`src/include/servo_pkg.sv`:
```
/*
 * constants, field layouts and state codes of the servo input function decoder.
 * assumes a 32-bit axi4-lite register bus and a single 125 mhz system clock.
 */
`default_nettype none
package servo_pkg;
	// bus and data widths
	localparam int unsigned DATA_W = 32;
	localparam int unsigned ADDR_W = 8;
	localparam int unsigned STRB_W = 4;
	localparam int unsigned BYTE_W = 8;
	localparam int unsigned SIGN_BIT = DATA_W - 1;

	// discrete inputs and target records
	localparam int unsigned NUM_INPUTS = 8;
	localparam int unsigned NUM_RECORDS = 8;
	localparam int unsigned IDX_W = 3;
	localparam int unsigned IN_ENABLE = 0;
	localparam int unsigned IN_UPPER = 1;
	localparam int unsigned IN_LOWER = 2;
	localparam int unsigned IN_START = 3;
	localparam int unsigned IN_SPARE = 4;
	localparam int unsigned IN_SEL0 = 5;
	localparam int unsigned IN_SEL1 = 6;
	localparam int unsigned IN_SEL2 = 7;

	// register offsets
	localparam logic [ADDR_W-1:0] OFS_CTRL = 8'h00;
	localparam logic [ADDR_W-1:0] OFS_RANGE = 8'h04;
	localparam logic [ADDR_W-1:0] OFS_SETPOS = 8'h08;
	localparam logic [ADDR_W-1:0] OFS_CMD = 8'h0c;
	localparam logic [ADDR_W-1:0] OFS_STATUS = 8'h10;
	localparam logic [ADDR_W-1:0] OFS_TARGET = 8'h20;
	localparam logic [ADDR_W-1:0] TARGET_MASK = 8'he3;
	localparam int unsigned TGT_IDX_LO = 2;
	localparam int unsigned TGT_IDX_HI = 4;

	// control register fields
	localparam int unsigned CTRL_W = 8;
	localparam int unsigned CTRL_FIELDBUS = 0;
	localparam int unsigned CTRL_MODE_LO = 1;
	localparam int unsigned CTRL_MODE_HI = 2;
	localparam int unsigned CTRL_MONITOR = 3;
	localparam int unsigned CTRL_NC = 4;
	localparam int unsigned CTRL_IMMEDIATE = 5;
	localparam int unsigned CTRL_TURNTABLE = 6;
	localparam int unsigned CTRL_RELATIVE = 7;

	// command register fields
	localparam int unsigned CMD_START = 0;
	localparam int unsigned CMD_IDX_LO = 1;
	localparam int unsigned CMD_IDX_HI = CMD_IDX_LO + IDX_W - 1;
	localparam int unsigned CMD_CLR_ERR = 4;

	// status register fields
	localparam int unsigned ST_IN_LO = 0;
	localparam int unsigned ST_IN_HI = NUM_INPUTS - 1;
	localparam int unsigned ST_ENABLE = 8;
	localparam int unsigned ST_BUSY = 9;
	localparam int unsigned ST_PENDING = 10;
	localparam int unsigned ST_POS_ERR = 11;
	localparam int unsigned ST_IDX_LO = 12;
	localparam int unsigned ST_IDX_HI = ST_IDX_LO + IDX_W - 1;

	// reset values; range counts 1/10000 revolution
	localparam logic [DATA_W-1:0] RANGE_RESET = 32'h0000_2710;

	// bus responses
	localparam logic [1:0] RESP_OKAY = 2'h0;
	localparam logic [1:0] RESP_SLVERR = 2'h2;

	typedef enum logic [1:0] {
		MODE_CURRENT = 2'h0,
		MODE_SPEED = 2'h1,
		MODE_POSITION = 2'h2
	} op_mode_t;

	typedef enum logic [1:0] {
		JOB_IDLE = 2'h1,
		JOB_RUN = 2'h2
	} job_state_t;
endpackage : servo_pkg
`default_nettype wire

```
`src/hw/input_sync.sv`:
```
/*
 * two-stage synchroniser and rising edge detector for the discrete inputs.
 * assumes raw pins may change at any time relative to clk_sys_in.
 */
`timescale 1ns/1ns
`default_nettype none
module input_sync (
	// clock and reset
	input wire logic clk_sys_in,
	input wire logic nrst_in,
	// raw pins
	input wire logic [servo_pkg::NUM_INPUTS-1:0] raw_in,
	// synchronised levels and edges
	output logic [servo_pkg::NUM_INPUTS-1:0] level_out,
	output logic [servo_pkg::NUM_INPUTS-1:0] rise_out
);
	typedef struct packed {
		logic [servo_pkg::NUM_INPUTS-1:0] meta;
		logic [servo_pkg::NUM_INPUTS-1:0] stable;
		logic [servo_pkg::NUM_INPUTS-1:0] prev;
	} sync_t;

	sync_t q;
	sync_t next_q;

	// ****************************************
	// synchroniser chain
	// ****************************************
	always_comb begin
		next_q.meta = raw_in;
		next_q.stable = q.meta;
		next_q.prev = q.stable;
	end

	always_ff @(posedge clk_sys_in) begin
		if (!nrst_in) begin
			q <= '0;
		end else begin
			q <= next_q;
		end
	end

	for (genvar i = 0; i < servo_pkg::NUM_INPUTS; i++) begin : g_edge
		assign rise_out[i] = q.stable[i] & ~q.prev[i];
	end
	assign level_out = q.stable;
endmodule : input_sync
`default_nettype wire

```
`src/hw/servo_input_decoder.sv`:
```
/*
 * servo input function decoder: discrete input decode, limit handling,
 * positioning job start with one pending slot, axi4-lite register slave.
 * assumes limit switches and a plc drive the pins, controller logic downstream.
 */
// What this block does
// absolute turntable targets accepted only from zero to the positioning range.
// absolute turntable job whose target equals setpoint position starts no motion.
// relative turntable targets span minus to plus range; full range still moves.
// range limit counts in ten-thousandths of a revolution.
// deferred requests overwrite one pending slot; last runs after current job.
// eight discrete inputs whose functions follow the operating mode.
// fieldbus mode keeps only enable and the two limit inputs.
// shared pins drive as outputs whenever no input function uses them.
// normally closed means low is actuated; normally open means high.
// a missing signal counts as actuated with normally closed contacts.
// unmonitored current/speed: upper gives setpoint zero or hold, lower inverts.
// monitored upper limit blocks positive setpoints and forces proportional control.
// monitored lower limit blocks negative setpoints and forces proportional control.
// positioning without monitoring: limits raise no positioning error.
// positioning with monitoring: an actuated limit raises positioning error.
// limit function applies to both limit inputs together.
// i/o mode enables only after a rising enable edge; fieldbus needs level.
// setpoint zero overrides the external setpoint, ramps stay active.
// hold stops the motor and holds position in positioning mode; the code drives hold_out only outside positioning mode.
// inversion negates the current or speed setpoint sign.
// select bit zero picks one of two fixed setpoints in current/speed.
// rising start edge launches next job now or after the running one.
// three select bits form the target record index, captured at start.
// immediate bit zero defers the start, one aborts and starts.
// inputs synchronised before decode; each rising edge gives one pulse.
`timescale 1ns/1ns
`default_nettype none
module servo_input_decoder #(
	parameter logic HALT_PRESET = 1'h0
) (
	// clock and reset
	input wire logic clk_sys_in,
	input wire logic nrst_in,
	// axi4-lite write
	input wire logic s_axi_awvalid_in,
	output logic s_axi_awready_out,
	input wire logic [servo_pkg::ADDR_W-1:0] s_axi_awaddr_in,
	input wire logic s_axi_wvalid_in,
	output logic s_axi_wready_out,
	input wire logic [servo_pkg::DATA_W-1:0] s_axi_wdata_in,
	input wire logic [servo_pkg::STRB_W-1:0] s_axi_wstrb_in,
	output logic s_axi_bvalid_out,
	input wire logic s_axi_bready_in,
	output logic [1:0] s_axi_bresp_out,
	// axi4-lite read
	input wire logic s_axi_arvalid_in,
	output logic s_axi_arready_out,
	input wire logic [servo_pkg::ADDR_W-1:0] s_axi_araddr_in,
	output logic s_axi_rvalid_out,
	input wire logic s_axi_rready_in,
	output logic [servo_pkg::DATA_W-1:0] s_axi_rdata_out,
	output logic [1:0] s_axi_rresp_out,
	// discrete input pins
	input wire logic enable_input_in,
	input wire logic upper_limit_input_in,
	input wire logic lower_limit_input_in,
	input wire logic select_bit0_input_in,
	input wire logic select_bit1_input_in,
	input wire logic select_bit2_input_in,
	// shared pins
	input wire logic start_input_in,
	output logic start_input_out,
	output logic start_input_oe_out,
	input wire logic spare_io_b_in,
	output logic spare_io_b_out,
	output logic spare_io_b_oe_out,
	input wire logic output_one_in,
	input wire logic output_two_in,
	// controller side
	output logic drive_enable_out,
	output logic setpoint_zero_out,
	output logic hold_out,
	output logic invert_out,
	output logic fixed_select_out,
	output logic block_pos_out,
	output logic block_neg_out,
	output logic p_only_out,
	output logic pos_error_out,
	// positioning side
	input wire logic job_done_in,
	output logic job_start_out,
	output logic job_abort_out,
	output logic job_relative_out,
	output logic [servo_pkg::DATA_W-1:0] job_target_out,
	output logic [servo_pkg::IDX_W-1:0] job_index_out
);
	typedef struct packed {
		logic aw_got;
		logic [servo_pkg::ADDR_W-1:0] awaddr;
		logic w_got;
		logic [servo_pkg::DATA_W-1:0] wdata;
		logic [servo_pkg::STRB_W-1:0] wstrb;
		logic bvalid;
		logic [1:0] bresp;
		logic rvalid;
		logic [servo_pkg::DATA_W-1:0] rdata;
		logic [1:0] rresp;
		logic [servo_pkg::CTRL_W-1:0] ctrl;
		logic [servo_pkg::DATA_W-1:0] range;
		logic [servo_pkg::NUM_RECORDS-1:0][servo_pkg::DATA_W-1:0] target;
		logic [servo_pkg::DATA_W-1:0] setpos;
		logic en_armed;
		servo_pkg::job_state_t job;
		logic pending;
		logic [servo_pkg::IDX_W-1:0] pend_idx;
		logic pos_err;
		logic drive_en;
		logic sp_zero;
		logic hold;
		logic invert;
		logic fixed_sel;
		logic blk_pos;
		logic blk_neg;
		logic p_only;
		logic start_p;
		logic abort_p;
		logic rel_p;
		logic [servo_pkg::DATA_W-1:0] tgt;
		logic [servo_pkg::IDX_W-1:0] idx;
	} state_t;

	state_t q;
	state_t next_q;

	logic [servo_pkg::NUM_INPUTS-1:0] lvl;
	logic [servo_pkg::NUM_INPUTS-1:0] rise;
	logic io, pos, mon, nc, tt, rel, imm;
	logic up_act, lo_act, wr_fire, done, busy_eff;
	logic [servo_pkg::DATA_W-1:0] ctrl_m;
	logic cmd_start, clr_err, req, launch, t_ok, motion;
	logic [servo_pkg::IDX_W-1:0] cmd_idx, req_idx, l_idx;
	logic [servo_pkg::DATA_W-1:0] t_sel;

	// ****************************************
	// helpers
	// ****************************************
	function automatic logic actuated(input logic nc_type, input logic level);
		return nc_type ? ~level : level;
	endfunction : actuated

	function automatic logic reg_hit(input logic [servo_pkg::ADDR_W-1:0] a);
		return a == servo_pkg::OFS_CTRL || a == servo_pkg::OFS_RANGE || a == servo_pkg::OFS_SETPOS
			|| a == servo_pkg::OFS_CMD || a == servo_pkg::OFS_STATUS
			|| (a & servo_pkg::TARGET_MASK) == servo_pkg::OFS_TARGET;
	endfunction : reg_hit

	function automatic logic [servo_pkg::DATA_W-1:0] merge(input logic [servo_pkg::DATA_W-1:0] old,
		input logic [servo_pkg::DATA_W-1:0] wd, input logic [servo_pkg::STRB_W-1:0] st);
		logic [servo_pkg::DATA_W-1:0] r;
		r = old;
		for (int b = 0; b < servo_pkg::STRB_W; b++) begin
			if (st[b]) begin
				r[b*servo_pkg::BYTE_W +: servo_pkg::BYTE_W] = wd[b*servo_pkg::BYTE_W +: servo_pkg::BYTE_W];
			end
		end
		return r;
	endfunction : merge

	function automatic logic [servo_pkg::DATA_W-1:0] read_word(input state_t s,
		input logic [servo_pkg::ADDR_W-1:0] a, input logic [servo_pkg::NUM_INPUTS-1:0] lv);
		logic [servo_pkg::DATA_W-1:0] w;
		w = '0;
		if (a == servo_pkg::OFS_CTRL) begin
			w = servo_pkg::DATA_W'(s.ctrl);
		end else if (a == servo_pkg::OFS_RANGE) begin
			w = s.range;
		end else if (a == servo_pkg::OFS_SETPOS) begin
			w = s.setpos;
		end else if (a == servo_pkg::OFS_STATUS) begin
			w[servo_pkg::ST_IN_HI:servo_pkg::ST_IN_LO] = lv;
			w[servo_pkg::ST_ENABLE] = s.drive_en;
			w[servo_pkg::ST_BUSY] = s.job == servo_pkg::JOB_RUN;
			w[servo_pkg::ST_PENDING] = s.pending;
			w[servo_pkg::ST_POS_ERR] = s.pos_err;
			w[servo_pkg::ST_IDX_HI:servo_pkg::ST_IDX_LO] = s.idx;
		end else if ((a & servo_pkg::TARGET_MASK) == servo_pkg::OFS_TARGET) begin
			w = s.target[a[servo_pkg::TGT_IDX_HI:servo_pkg::TGT_IDX_LO]];
		end
		return w;
	endfunction : read_word

	// ****************************************
	// input synchronisation
	// ****************************************
	input_sync u_sync (
		.clk_sys_in(clk_sys_in),
		.nrst_in(nrst_in),
		.raw_in({select_bit2_input_in, select_bit1_input_in, select_bit0_input_in, spare_io_b_in,
			start_input_in, lower_limit_input_in, upper_limit_input_in, enable_input_in}),
		.level_out(lvl),
		.rise_out(rise)
	);

	assign io = !q.ctrl[servo_pkg::CTRL_FIELDBUS];
	assign pos = q.ctrl[servo_pkg::CTRL_MODE_HI:servo_pkg::CTRL_MODE_LO] == servo_pkg::MODE_POSITION;
	assign mon = q.ctrl[servo_pkg::CTRL_MONITOR];
	assign nc = q.ctrl[servo_pkg::CTRL_NC];
	assign tt = q.ctrl[servo_pkg::CTRL_TURNTABLE];
	assign rel = q.ctrl[servo_pkg::CTRL_RELATIVE];
	assign imm = q.ctrl[servo_pkg::CTRL_IMMEDIATE];
	assign up_act = actuated(nc, lvl[servo_pkg::IN_UPPER]); // see R9
	assign lo_act = actuated(nc, lvl[servo_pkg::IN_LOWER]); // see R9
	assign wr_fire = q.aw_got & q.w_got & ~q.bvalid;
	assign done = q.job == servo_pkg::JOB_RUN && job_done_in;
	assign busy_eff = q.job == servo_pkg::JOB_RUN && !job_done_in;
	assign ctrl_m = merge(servo_pkg::DATA_W'(q.ctrl), q.wdata, q.wstrb);

	// ****************************************
	// next state
	// ****************************************
	always_comb begin
		next_q = q;
		next_q.start_p = 1'h0;
		next_q.abort_p = 1'h0;
		cmd_start = 1'h0;
		cmd_idx = '0;
		clr_err = 1'h0;
		launch = 1'h0;
		l_idx = '0;
		t_sel = '0;
		t_ok = 1'h0;
		motion = 1'h0;
		// bus write: address and data in either order
		if (s_axi_awvalid_in && !q.aw_got) begin
			next_q.aw_got = 1'h1;
			next_q.awaddr = s_axi_awaddr_in;
		end
		if (s_axi_wvalid_in && !q.w_got) begin
			next_q.w_got = 1'h1;
			next_q.wdata = s_axi_wdata_in;
			next_q.wstrb = s_axi_wstrb_in;
		end
		if (wr_fire) begin
			next_q.aw_got = 1'h0;
			next_q.w_got = 1'h0;
			next_q.bvalid = 1'h1;
			next_q.bresp = reg_hit(q.awaddr) ? servo_pkg::RESP_OKAY : servo_pkg::RESP_SLVERR;
			if (q.awaddr == servo_pkg::OFS_CTRL) begin
				next_q.ctrl = ctrl_m[servo_pkg::CTRL_W-1:0];
			end else if (q.awaddr == servo_pkg::OFS_RANGE) begin
				next_q.range = merge(q.range, q.wdata, q.wstrb);
			end else if (q.awaddr == servo_pkg::OFS_CMD && q.wstrb[0]) begin
				cmd_start = q.wdata[servo_pkg::CMD_START];
				cmd_idx = q.wdata[servo_pkg::CMD_IDX_HI:servo_pkg::CMD_IDX_LO];
				clr_err = q.wdata[servo_pkg::CMD_CLR_ERR];
			end else if ((q.awaddr & servo_pkg::TARGET_MASK) == servo_pkg::OFS_TARGET) begin
				next_q.target[q.awaddr[servo_pkg::TGT_IDX_HI:servo_pkg::TGT_IDX_LO]] =
					merge(q.target[q.awaddr[servo_pkg::TGT_IDX_HI:servo_pkg::TGT_IDX_LO]], q.wdata, q.wstrb);
			end
		end
		if (q.bvalid && s_axi_bready_in) begin
			next_q.bvalid = 1'h0;
		end
		// bus read
		if (s_axi_arvalid_in && !q.rvalid) begin
			next_q.rvalid = 1'h1;
			next_q.rdata = read_word(q, s_axi_araddr_in, lvl);
			next_q.rresp = reg_hit(s_axi_araddr_in) ? servo_pkg::RESP_OKAY : servo_pkg::RESP_SLVERR;
		end
		if (q.rvalid && s_axi_rready_in) begin
			next_q.rvalid = 1'h0;
		end
		// enable handling
		if (rise[servo_pkg::IN_ENABLE]) begin
			next_q.en_armed = 1'h1;
		end
		next_q.drive_en = lvl[servo_pkg::IN_ENABLE] & (~io | q.en_armed | rise[servo_pkg::IN_ENABLE]);
		// input functions; mode specific ones only in i/o mode
		next_q.sp_zero = io & ~pos & ~mon & up_act & ~HALT_PRESET; // see R11
		next_q.hold = io & ~pos & ~mon & up_act & HALT_PRESET; // see R11
		next_q.invert = io & ~pos & ~mon & lo_act; // see R11
		next_q.fixed_sel = io & ~pos & lvl[servo_pkg::IN_SEL0]; // see R7
		next_q.blk_pos = ~pos & mon & up_act;
		next_q.blk_neg = ~pos & mon & lo_act;
		next_q.p_only = ~pos & mon & (up_act | lo_act); // see R12
		// positioning error, set wins over clear
		if (clr_err) begin
			next_q.pos_err = 1'h0;
		end
		if (pos && mon && (up_act || lo_act)) begin
			next_q.pos_err = 1'h1; // see R14
		end
		// job requests
		req = pos && (io ? rise[servo_pkg::IN_START] : cmd_start); // see R7
		req_idx = io ? lvl[servo_pkg::IN_SEL2:servo_pkg::IN_SEL0] : cmd_idx;
		if (done) begin
			next_q.job = servo_pkg::JOB_IDLE;
		end
		if (req && busy_eff && !imm) begin
			next_q.pending = 1'h1; // see R5
			next_q.pend_idx = req_idx;
		end else if (req) begin
			launch = 1'h1; // see R22
			l_idx = req_idx;
			next_q.pending = 1'h0;
		end else if (done && q.pending) begin
			launch = 1'h1;
			l_idx = q.pend_idx;
			next_q.pending = 1'h0;
		end
		if (launch) begin
			t_sel = q.target[l_idx];
			if (!tt) begin
				t_ok = 1'h1;
			end else if (rel) begin
				t_ok = $signed(t_sel) >= -$signed(q.range) && $signed(t_sel) <= $signed(q.range);
			end else begin
				t_ok = !t_sel[servo_pkg::SIGN_BIT] && $signed(t_sel) <= $signed(q.range);
			end
			motion = t_ok && !(tt && !rel && t_sel == q.setpos);
			if (!t_ok) begin
				next_q.pos_err = 1'h1;
			end
			if (motion) begin
				next_q.job = servo_pkg::JOB_RUN;
				next_q.start_p = 1'h1;
				next_q.abort_p = busy_eff;
				next_q.rel_p = rel;
				next_q.tgt = t_sel;
				next_q.idx = l_idx;
				next_q.setpos = rel ? q.setpos + t_sel : t_sel;
			end
		end
	end

	always_ff @(posedge clk_sys_in) begin
		if (!nrst_in) begin
			q <= '0;
			q.job <= servo_pkg::JOB_IDLE;
			q.range <= servo_pkg::RANGE_RESET;
		end else begin
			q <= next_q;
		end
	end

	// ****************************************
	// outputs
	// ****************************************
	assign s_axi_awready_out = ~q.aw_got;
	assign s_axi_wready_out = ~q.w_got;
	assign s_axi_bvalid_out = q.bvalid;
	assign s_axi_bresp_out = q.bresp;
	assign s_axi_arready_out = ~q.rvalid;
	assign s_axi_rvalid_out = q.rvalid;
	assign s_axi_rdata_out = q.rdata;
	assign s_axi_rresp_out = q.rresp;
	assign spare_io_b_out = output_one_in;
	assign spare_io_b_oe_out = 1'h1;
	assign start_input_out = output_two_in;
	assign start_input_oe_out = ~(io & pos);
	assign drive_enable_out = q.drive_en;
	assign setpoint_zero_out = q.sp_zero;
	assign hold_out = q.hold;
	assign invert_out = q.invert;
	assign fixed_select_out = q.fixed_sel;
	assign block_pos_out = q.blk_pos;
	assign block_neg_out = q.blk_neg;
	assign p_only_out = q.p_only;
	assign pos_error_out = q.pos_err;
	assign job_start_out = q.start_p;
	assign job_abort_out = q.abort_p;
	assign job_relative_out = q.rel_p;
	assign job_target_out = q.tgt;
	assign job_index_out = q.idx;
endmodule : servo_input_decoder
`default_nettype wire

```
`config.mk`:
```
export PLATFORM = sky130hd
export DESIGN_NAME = servo_input_decoder
export DESIGN_NICKNAME = d
export VERILOG_FILES = /design/src/include/servo_pkg.sv /design/src/hw/input_sync.sv /design/src/hw/servo_input_decoder.sv
export SDC_FILE = /design/constraint.sdc
export NUM_CORES = 1
export LEC_CHECK = 0
export ABC_AREA = 1
export BUFFER_PORTS_ARGS = -buffer_cell sky130_fd_sc_hd__buf_2
export CAP_MARGIN = 15
export CELL_PAD_IN_SITES_DETAIL_PLACEMENT = 1
export CELL_PAD_IN_SITES_GLOBAL_PLACEMENT = 2
export CORE_MARGIN = 2
export CORE_UTILIZATION = 38
export CTS_CLUSTER_DIAMETER = 30
export DETAILED_ROUTE_END_ITERATION = 7
export PLACE_DENSITY_LB_ADDON = 0.2
export SLEW_MARGIN = 20
export SYNTH_ARGS = -nofsm -noshare
export SYNTH_HDL_FRONTEND = slang
export SYNTH_SLANG_ARGS = --single-unit
```
`constraint.sdc`:
```
create_clock -name clk_sys_in -period 10.9 [get_ports clk_sys_in]
set_input_delay 1.09 -clock clk_sys_in [delete_from_list [all_inputs] [get_ports clk_sys_in]]
set_output_delay 1.09 -clock clk_sys_in [all_outputs]
set_load 0.02 [all_outputs]
```
Word level (Yosys, flattened, before mapping). Index checks and enable logic that the tools add are counted.

Register bits: 486. Output and inout port bits: 92. Input bits: 70. Logic and storage cells: 232.

$add $sub $neg: 2. Equality and inequality tests: 13. Reductions and logical operators: 55. Mux-type cells: 78. Bitwise gates (word level): 33. Magnitude comparators: 6.

Operators with widths (number): $bmux 32 s3 (3); $mux 32 (9); $bwmux 256 (1); $mux 8 (24); $demux 32 s3 (1); $mux 38 (1); $add 32x32->32 (1); $eq 32x32->1 (1); $eq 8x4->1 const B (4); $ge 32x32->1 (1); $le 32x32->1 (1); $neg 32->32 (1); $mux 1 (24); $mux 3 (8); $logic_and 1x1->1 (20); $mux 17 (1); $eq 8x3->1 const B (2); $eq 8x5->1 const B (2); $logic_not 8->1 (2); $reduce_and 4->1 (4); $and 1x1->1 (15); $mux 15 (1); $not 1->1 (15); $lt 3x4->1 const B (3); 12 further kinds (42).

Depth between registers and ports, before layout.
Depth in word-level cells: 21. Depth in mapped cells: 37. Depth with buffers taken out: 34.

Modules after synthesis. From an unflattened synthesis, not the netlist that was laid out.

Cells, all modules: 4097. Area, all modules: 28558.6 sq um.

Modules (own cells, without submodules): servo_input_decoder (instances 1, cells an instance 3999, area each 27755.4 sq um, sequential area each 9268.9 sq um); input_sync (instances 1, cells an instance 98, area each 803.3 sq um, sequential area each 480.5 sq um).

Worst setup path before layout. OpenSTA, ideal clock, no wires.

Kind: input to register. Start: input port job_done_in. End: register q[76] (netlist bit). Required time: 10830 ps. Library setup time: 70 ps. Path slack: 6209 ps. Cell stages on the path: 27. Data arrival time: 4621 ps. Path buffers: 3. Cells stage by stage: inv_1 > nand2_1 > nor2_1 > a21oi_1 > nand2_2 > nand2_2 > buf_4 > buf_6 > buf_4 > nand2_1 > nand3_1 > nand3_1 > and2_1 > ha_1 > inv_1 > fa_1 > o21ai_0 > a21oi_1 > o21ai_0 > inv_1 > o21ai_0 > nand2_1 > nand3_1 > nand3_1 > nand2_1 > nand4_1 > a21oi_1.

Longest elaborated chain between the ends: 14. Elaborated cells between the ends (all ways): 29. Classes of those cells: add/sub (1); order compare (2); eq/ne (1); mux (12); reduce/logical (13).

RTL lines: from (decl) (line servo_input_decoder.sv:86) `input wire logic job_done_in,`; $logic_and 1x1->1 / $logic_not 1->1 (equally long branches) (line servo_input_decoder.sv:210, servo_input_decoder.sv:211); $logic_and 1x1->1 (on tied branches) (line servo_input_decoder.sv:302, servo_input_decoder.sv:211); $mux 3 / $logic_and 1x1->1 (equally long branches) (line servo_input_decoder.sv:302, servo_input_decoder.sv:295); $mux 3 / $logic_and 1x1->1 (equally long branches) (line servo_input_decoder.sv:298, servo_input_decoder.sv:295); $mux 3 (line servo_input_decoder.sv:295) `if (req && busy_eff && !imm) begin`; $bmux 32 s3 (line servo_input_decoder.sv:308) `t_sel = q.target[l_idx];`; $mux 32 (not written as such) (line servo_input_decoder.sv:308); $le 32x32->1, or another cell as far along (line servo_input_decoder.sv:312, servo_input_decoder.sv:314); $logic_and 1x1->1 (on tied branches) (line servo_input_decoder.sv:314, servo_input_decoder.sv:312); $mux 1 (line servo_input_decoder.sv:311) `end else if (rel) begin`; $mux 1 (line servo_input_decoder.sv:309) `if (!tt) begin`; $mux 1 (line servo_input_decoder.sv:307) `if (launch) begin`; $logic_and 1x1->1 (line servo_input_decoder.sv:316) `motion = t_ok && !(tt && !rel && t_sel == q.setpos);`; $reduce_and 2->1 (no line); to (signal assigned) (line servo_input_decoder.sv:338) `q <= next_q;`; to (decl) (line servo_input_decoder.sv:128) `state_t q;`.

Parallel ways exist; a longest one is shown, timed or not. The select of a mux whose other input is x is not followed. A chain may end at the register's enable or synchronous reset.

Final worst setup path.
Start: register q[461] (netlist bit). End: register q[51] (netlist bit).

Longest elaborated chain between the ends: 21. Elaborated cells between the ends (all ways): 37. Classes of those cells: order compare (2); eq/ne (3); mux (21); reduce/logical (11).

RTL lines: $eq 8x4->1 (line servo_input_decoder.sv:248) `end else if (q.awaddr == servo_pkg::OFS_CMD && q.wstrb[0]) begin`; $logic_and 1x1->1 (line servo_input_decoder.sv:248); $mux 1 (line servo_input_decoder.sv:248); $mux 1 (line servo_input_decoder.sv:246) `end else if (q.awaddr == servo_pkg::OFS_RANGE) begin`; $mux 1 (line servo_input_decoder.sv:244) `if (q.awaddr == servo_pkg::OFS_CTRL) begin`; $mux 1 (line servo_input_decoder.sv:239) `if (wr_fire) begin`; $mux 1 (line servo_input_decoder.sv:290) `req = pos && (io ? rise[servo_pkg::IN_START] : cmd_start);`; $logic_and 1x1->1 (line servo_input_decoder.sv:290); (+5 left out); $le 32x32->1, or another cell as far along (line servo_input_decoder.sv:312, servo_input_decoder.sv:314); $logic_and 1x1->1 (on tied branches) (line servo_input_decoder.sv:314, servo_input_decoder.sv:312); $mux 1 (line servo_input_decoder.sv:311); $mux 1 (line servo_input_decoder.sv:309); $mux 1 (line servo_input_decoder.sv:307); $logic_and 1x1->1 (line servo_input_decoder.sv:316); $mux 2 (line servo_input_decoder.sv:320) `if (motion) begin`; $mux 2 * (line servo_input_decoder.sv:307).

Every way passes the cells marked *; elsewhere a longest branch is shown, timed or not. The select of a mux whose other input is x is not followed.

==> impl_metrics.csv <==
group,metric,value,unit
cts,cts_buffer_depth,3,
worst_setup_path,cp_slowest_cell,"nor4_1",
synth,syn-instance-count,4392,
synth,synth_area_per_cell,6.69,um^2
power,powerDensity,177,nW/um^2
finish,final_net_count,4556,
global_route,grt_overflow,0,
placement,gp_congestion,0.972,
finish,fill_cells,9768,
power,p_clk_share,65.2,%
power,cell_internal_pwr,0.00466,W
timing,tns,0,ns
worst_setup_path,worstPathRequired,11.47,ns
timing,slew_headroom,6.10,%
drt,ant_nets,0,
placement,dpl_cell_area,30300,um^2
floorplan,core_area,76200,um^2
timing,rsz0062_at_grt,"false",
power,switchingPower,0.00153,W
synth,synth_seq_area_share,32.8,%
global_route,grt_max_degree,178,
cts,numCtsBuffers,143,
floorplan,rows,101,
drt,via_count,32600,
finish,drive_gt1_share,11.0,%
worst_setup_path,r2r_cells,31,
cts,cts.sinks,481,
drt,wl,148,mm
timing,max_freq,131,MHz
timing,period_share,70.3,%
cts,cts_tree,"built",
timing,hold_ws,0.418,ns
placement,dp_cells,5275,
finish,area_growth,19.0,%
cts,cts.clk_slew.worst_paths,0.05,ns
power,share_seq_of_total_power,29.3,%
floorplan,io-pin-count,162,
worst_setup_path,rr_endpoint,"q[51]",
global_route,grt_pass1_wl,214,mm
placement,io_buffer_count,153,
worst_setup_path,rrSetupSlack,3.24,ns
finish,fin_util,45.9,%
worst_setup_path,cp.arrival,8.22,ns
timing,finalSetupViolCount,0,
floorplan,die_width,282,um
cts,hold_buffers,0,
timing,slew_viol_final,0,
cts,cts_root_buf,"clkbuf_16",
job,cap_violations,0,
worst_setup_path,path_common_cell,"nand2_1",
finish,fin_cells,5530,
timing,worst_clock_skew,0.0268,ns
synth,synth_cell_type_count,51,
worst_setup_path,cpLargestDelayFamily,"simple AND/OR/NAND/NOR gates",
timing,final-hold-violation-count,0,
synth,synth_warnings,0,
synth,ys_seq_elements,481,
global_route,antenna_found_initial,18,
worst_setup_path,cpPeakStageDelay,1.02,ns
drt,first_iter_violations,2825,
worst_setup_path,crit-reg2reg-launch,"q[461]",
floorplan,start_util,38.5,%
power,power_frac_comb,5.5,%
finish,final_area,35000,um^2
min_path,min_path_cells,2,
worst_setup_path,crit_type,"register to register",
floorplan,fp.dieH,282,um
worst_setup_path,start_kind,"register",
cts,postCtsSetupBuffers,0,
cts,clk-insertion-delay-late,0.72,ns
min_path,worstHoldPathType,"register to register",
cts,h-tree-depth,4,
min_path,hold_start,"u_sync.next_q[10]",
status,outcome,"finished clean",
timing,finalWorstPathRequiredPeriod,7.66,ns
worst_setup_path,crit_buf_inv,5,
cts,postCtsResizedCells,0,
global_route,grt_pass1_vias,31900,
drt,firstDrtPassIters,8,
drt,drt-vias-per-instance,5.89,
worst_setup_path,endpoint_kind,"register",
global_route,grtUsageTotal,36.6,%
worst_setup_path,path_max_fanout,74,
placement,dp_hpwl,97.3,mm
drt,wl_per_cell,26.7,um
min_path,holdPathEnd,"u_sync.level_out[2]",
power,p_leak,15.8,nW
synth,syn_area,29400,um^2
power,vdd_ir_drop_max,0.142,mV
drt,drc,0,
floorplan,dieArea,79500,um^2
timing,tightestPinTransition,1.41,ns
power,switching_share,24.7,%
==> synthesized netlist by cell type (all sizes together) <==
| cell type | n | area share (%) |
|---|---|---|
| clkinv | 6 | 0.081 |
| o21bai | 4 | 0.10 |
| o21a | 6 | 0.15 |
| o21ai | 446 | 7.6 |
| a21oi | 603 | 10 |
| o211ai | 112 | 2.9 |
| clkbuf | 220 | 2.8 |
| and2 | 16 | 0.34 |
| a21o | 3 | 0.077 |
| o2111ai | 18 | 0.54 |
| nand4 | 98 | 2.1 |
| a211oi | 2 | 0.051 |
| ha | 95 | 4.0 |
| buf | 145 | 3.2 |
| o311ai | 46 | 1.4 |
| nor2 | 132 | 1.8 |
| a21boi | 1 | 0.026 |
| nand3b | 4 | 0.10 |
| o21ba | 1 | 0.034 |
| a41oi | 1 | 0.030 |
| or2 | 8 | 0.18 |
| xor2 | 32 | 0.95 |
| a32o | 2 | 0.068 |
| o221ai | 4 | 0.12 |
| a221oi | 16 | 0.48 |
| dfxtp | 481 | 33 |
| inv | 723 | 9.2 |
| o22ai | 154 | 3.3 |
| nand3 | 376 | 6.6 |
| nor4 | 8 | 0.17 |
| nand2 | 585 | 7.6 |
| xnor2 | 6 | 0.18 |
| conb | 2 | 0.026 |
| a31oi | 4 | 0.085 |
| fa | 1 | 0.068 |
| nor3 | 31 | 0.53 |
==> layout by cell type (no fill, tap or decap), types with 5 or more instances in the layout <==
cell type  netlist  routed
o311ai_0        46      37
a21oi_1        602     602
bufinv_16        0      10
nor2_1         129     123
clkbuf_1       220      32
nand3_2          7       6
nand3_1        367     367
nand4_1         98      98
clkbuf_8         0      25
xor2_1          32      32
ha_1            95      95
o21ai_0        442     442
nor3_1          31      30
o311ai_1         0       9
xnor2_1          6       6
a221oi_1        16      16
nand2_4          4       6
buf_4           83      62
or2_2            6       6
inv_2            4       8
clkinv_2         1      26
o21a_1           6       6
nand2_1        575     564
nor4_1           8       8
and2_1          16      16
diode_2          0       7
buf_2           40     152
o22ai_1        154     154
inv_6            0       5
o2111ai_1       18      18
inv_1          719     715
o211ai_1       112     112
clkbuf_16        0     145
nand2_2          6      15
dfxtp_1        481     480
==> cell families (layout without fill, tap and decap cells) <==
| logic type | Yosys count | in the layout | synth area share [%] |
|---|---|---|---|
| buf+inv | 1094 | 1193 | 15.3 |
| flops | 481 | 481 | 32.8 |
| fa+ha+maj | 96 | 96 | 4.12 |
| compound gates | 1423 | 1423 | 27.2 |
| other cells | 2 | 11 | 0.0256 |
| xor+xnor | 38 | 38 | 1.13 |
| simple gates | 1258 | 1258 | 19.4 |
==> per-stage QoR <==
step / setup slack, ns / total power, W
after floorplan: 6.21 / 0.00201
after global placement: 3.37 / 0.00217
after detailed placement: 3.27 / 0.00217
after CTS: 3.39 / 0.00621
after global routing: 2.95 / 0.00634
final: 3.24 / 0.00619
==> worst max-delay path by stage <==
stage	startpoint	end	cells past startpoint
floorplan	job_done_in	q[76]	27
global placement	job_done_in	q[51]	28
detailed placement	job_done_in	q[51]	28
CTS	q[461]	q[51]	31
global route	q[461]	q[51]	31
finish	q[461]	q[51]	31
==> worst register-to-register path: cells and delay by family (launching register included) <==
family,cells,cell delay (ns)
adder cells (fa/ha/maj),1,0.42
AO/OA/AOI/OAI,1,0.08
flip-flops,1,0.31
AND/OR/NAND/NOR,24,4.86
buffers and inverters,5,1.85
==> flip-flops by register name, indices dropped and copies added, names as in the netlist, 2 cells and up <==
| name | flops |
|---|---|
| s_axi_rdata_out | 32 |
| q | 378 |
| u_sync.level_out | 8 |
| job_index_out | 3 |
| job_target_out | 32 |
| u_sync.q | 2 |
| u_sync.next_q | 8 |
==> layout make-up <==
type                    count  area (um^2)  share of cell area (%)
inverters                 729         2750                    7.85
clock inverters            46          588                    1.68
diodes                      7         17.5                  0.0501
clock buffers             202         4090                    11.7
flip-flops and latches    481         9630                    27.6
multi-input cells        2819        15300                    43.8
well taps                1030         1290                    3.69
repair buffers            216         1270                    3.62
==> power by group through the flow <==
stage	sequential (W)	clock (W)	combinational, W
after floorplan	0.00183	0	0.000179
after global placement	0.00184	0	0.000330
after detailed placement	0.00184	0	0.000330
after CTS	0.00181	0.00407	0.000333
after global routing	0.00181	0.00418	0.000356
final	0.00181	0.00404	0.000342
==> layer usage <==
metal / part of all wire, % / track usage, % / up-vias
li1: - / - / 14900
met1: 43 / 47.9 / 15900
met2: 43 / 55.0 / 1348
met3: 8.3 / 8.39 / 390
met4: 5.7 / 20.8 / 6
met5: 0.022 / 0 / -
Note: power is estimated with default switching activity, not from simulation.
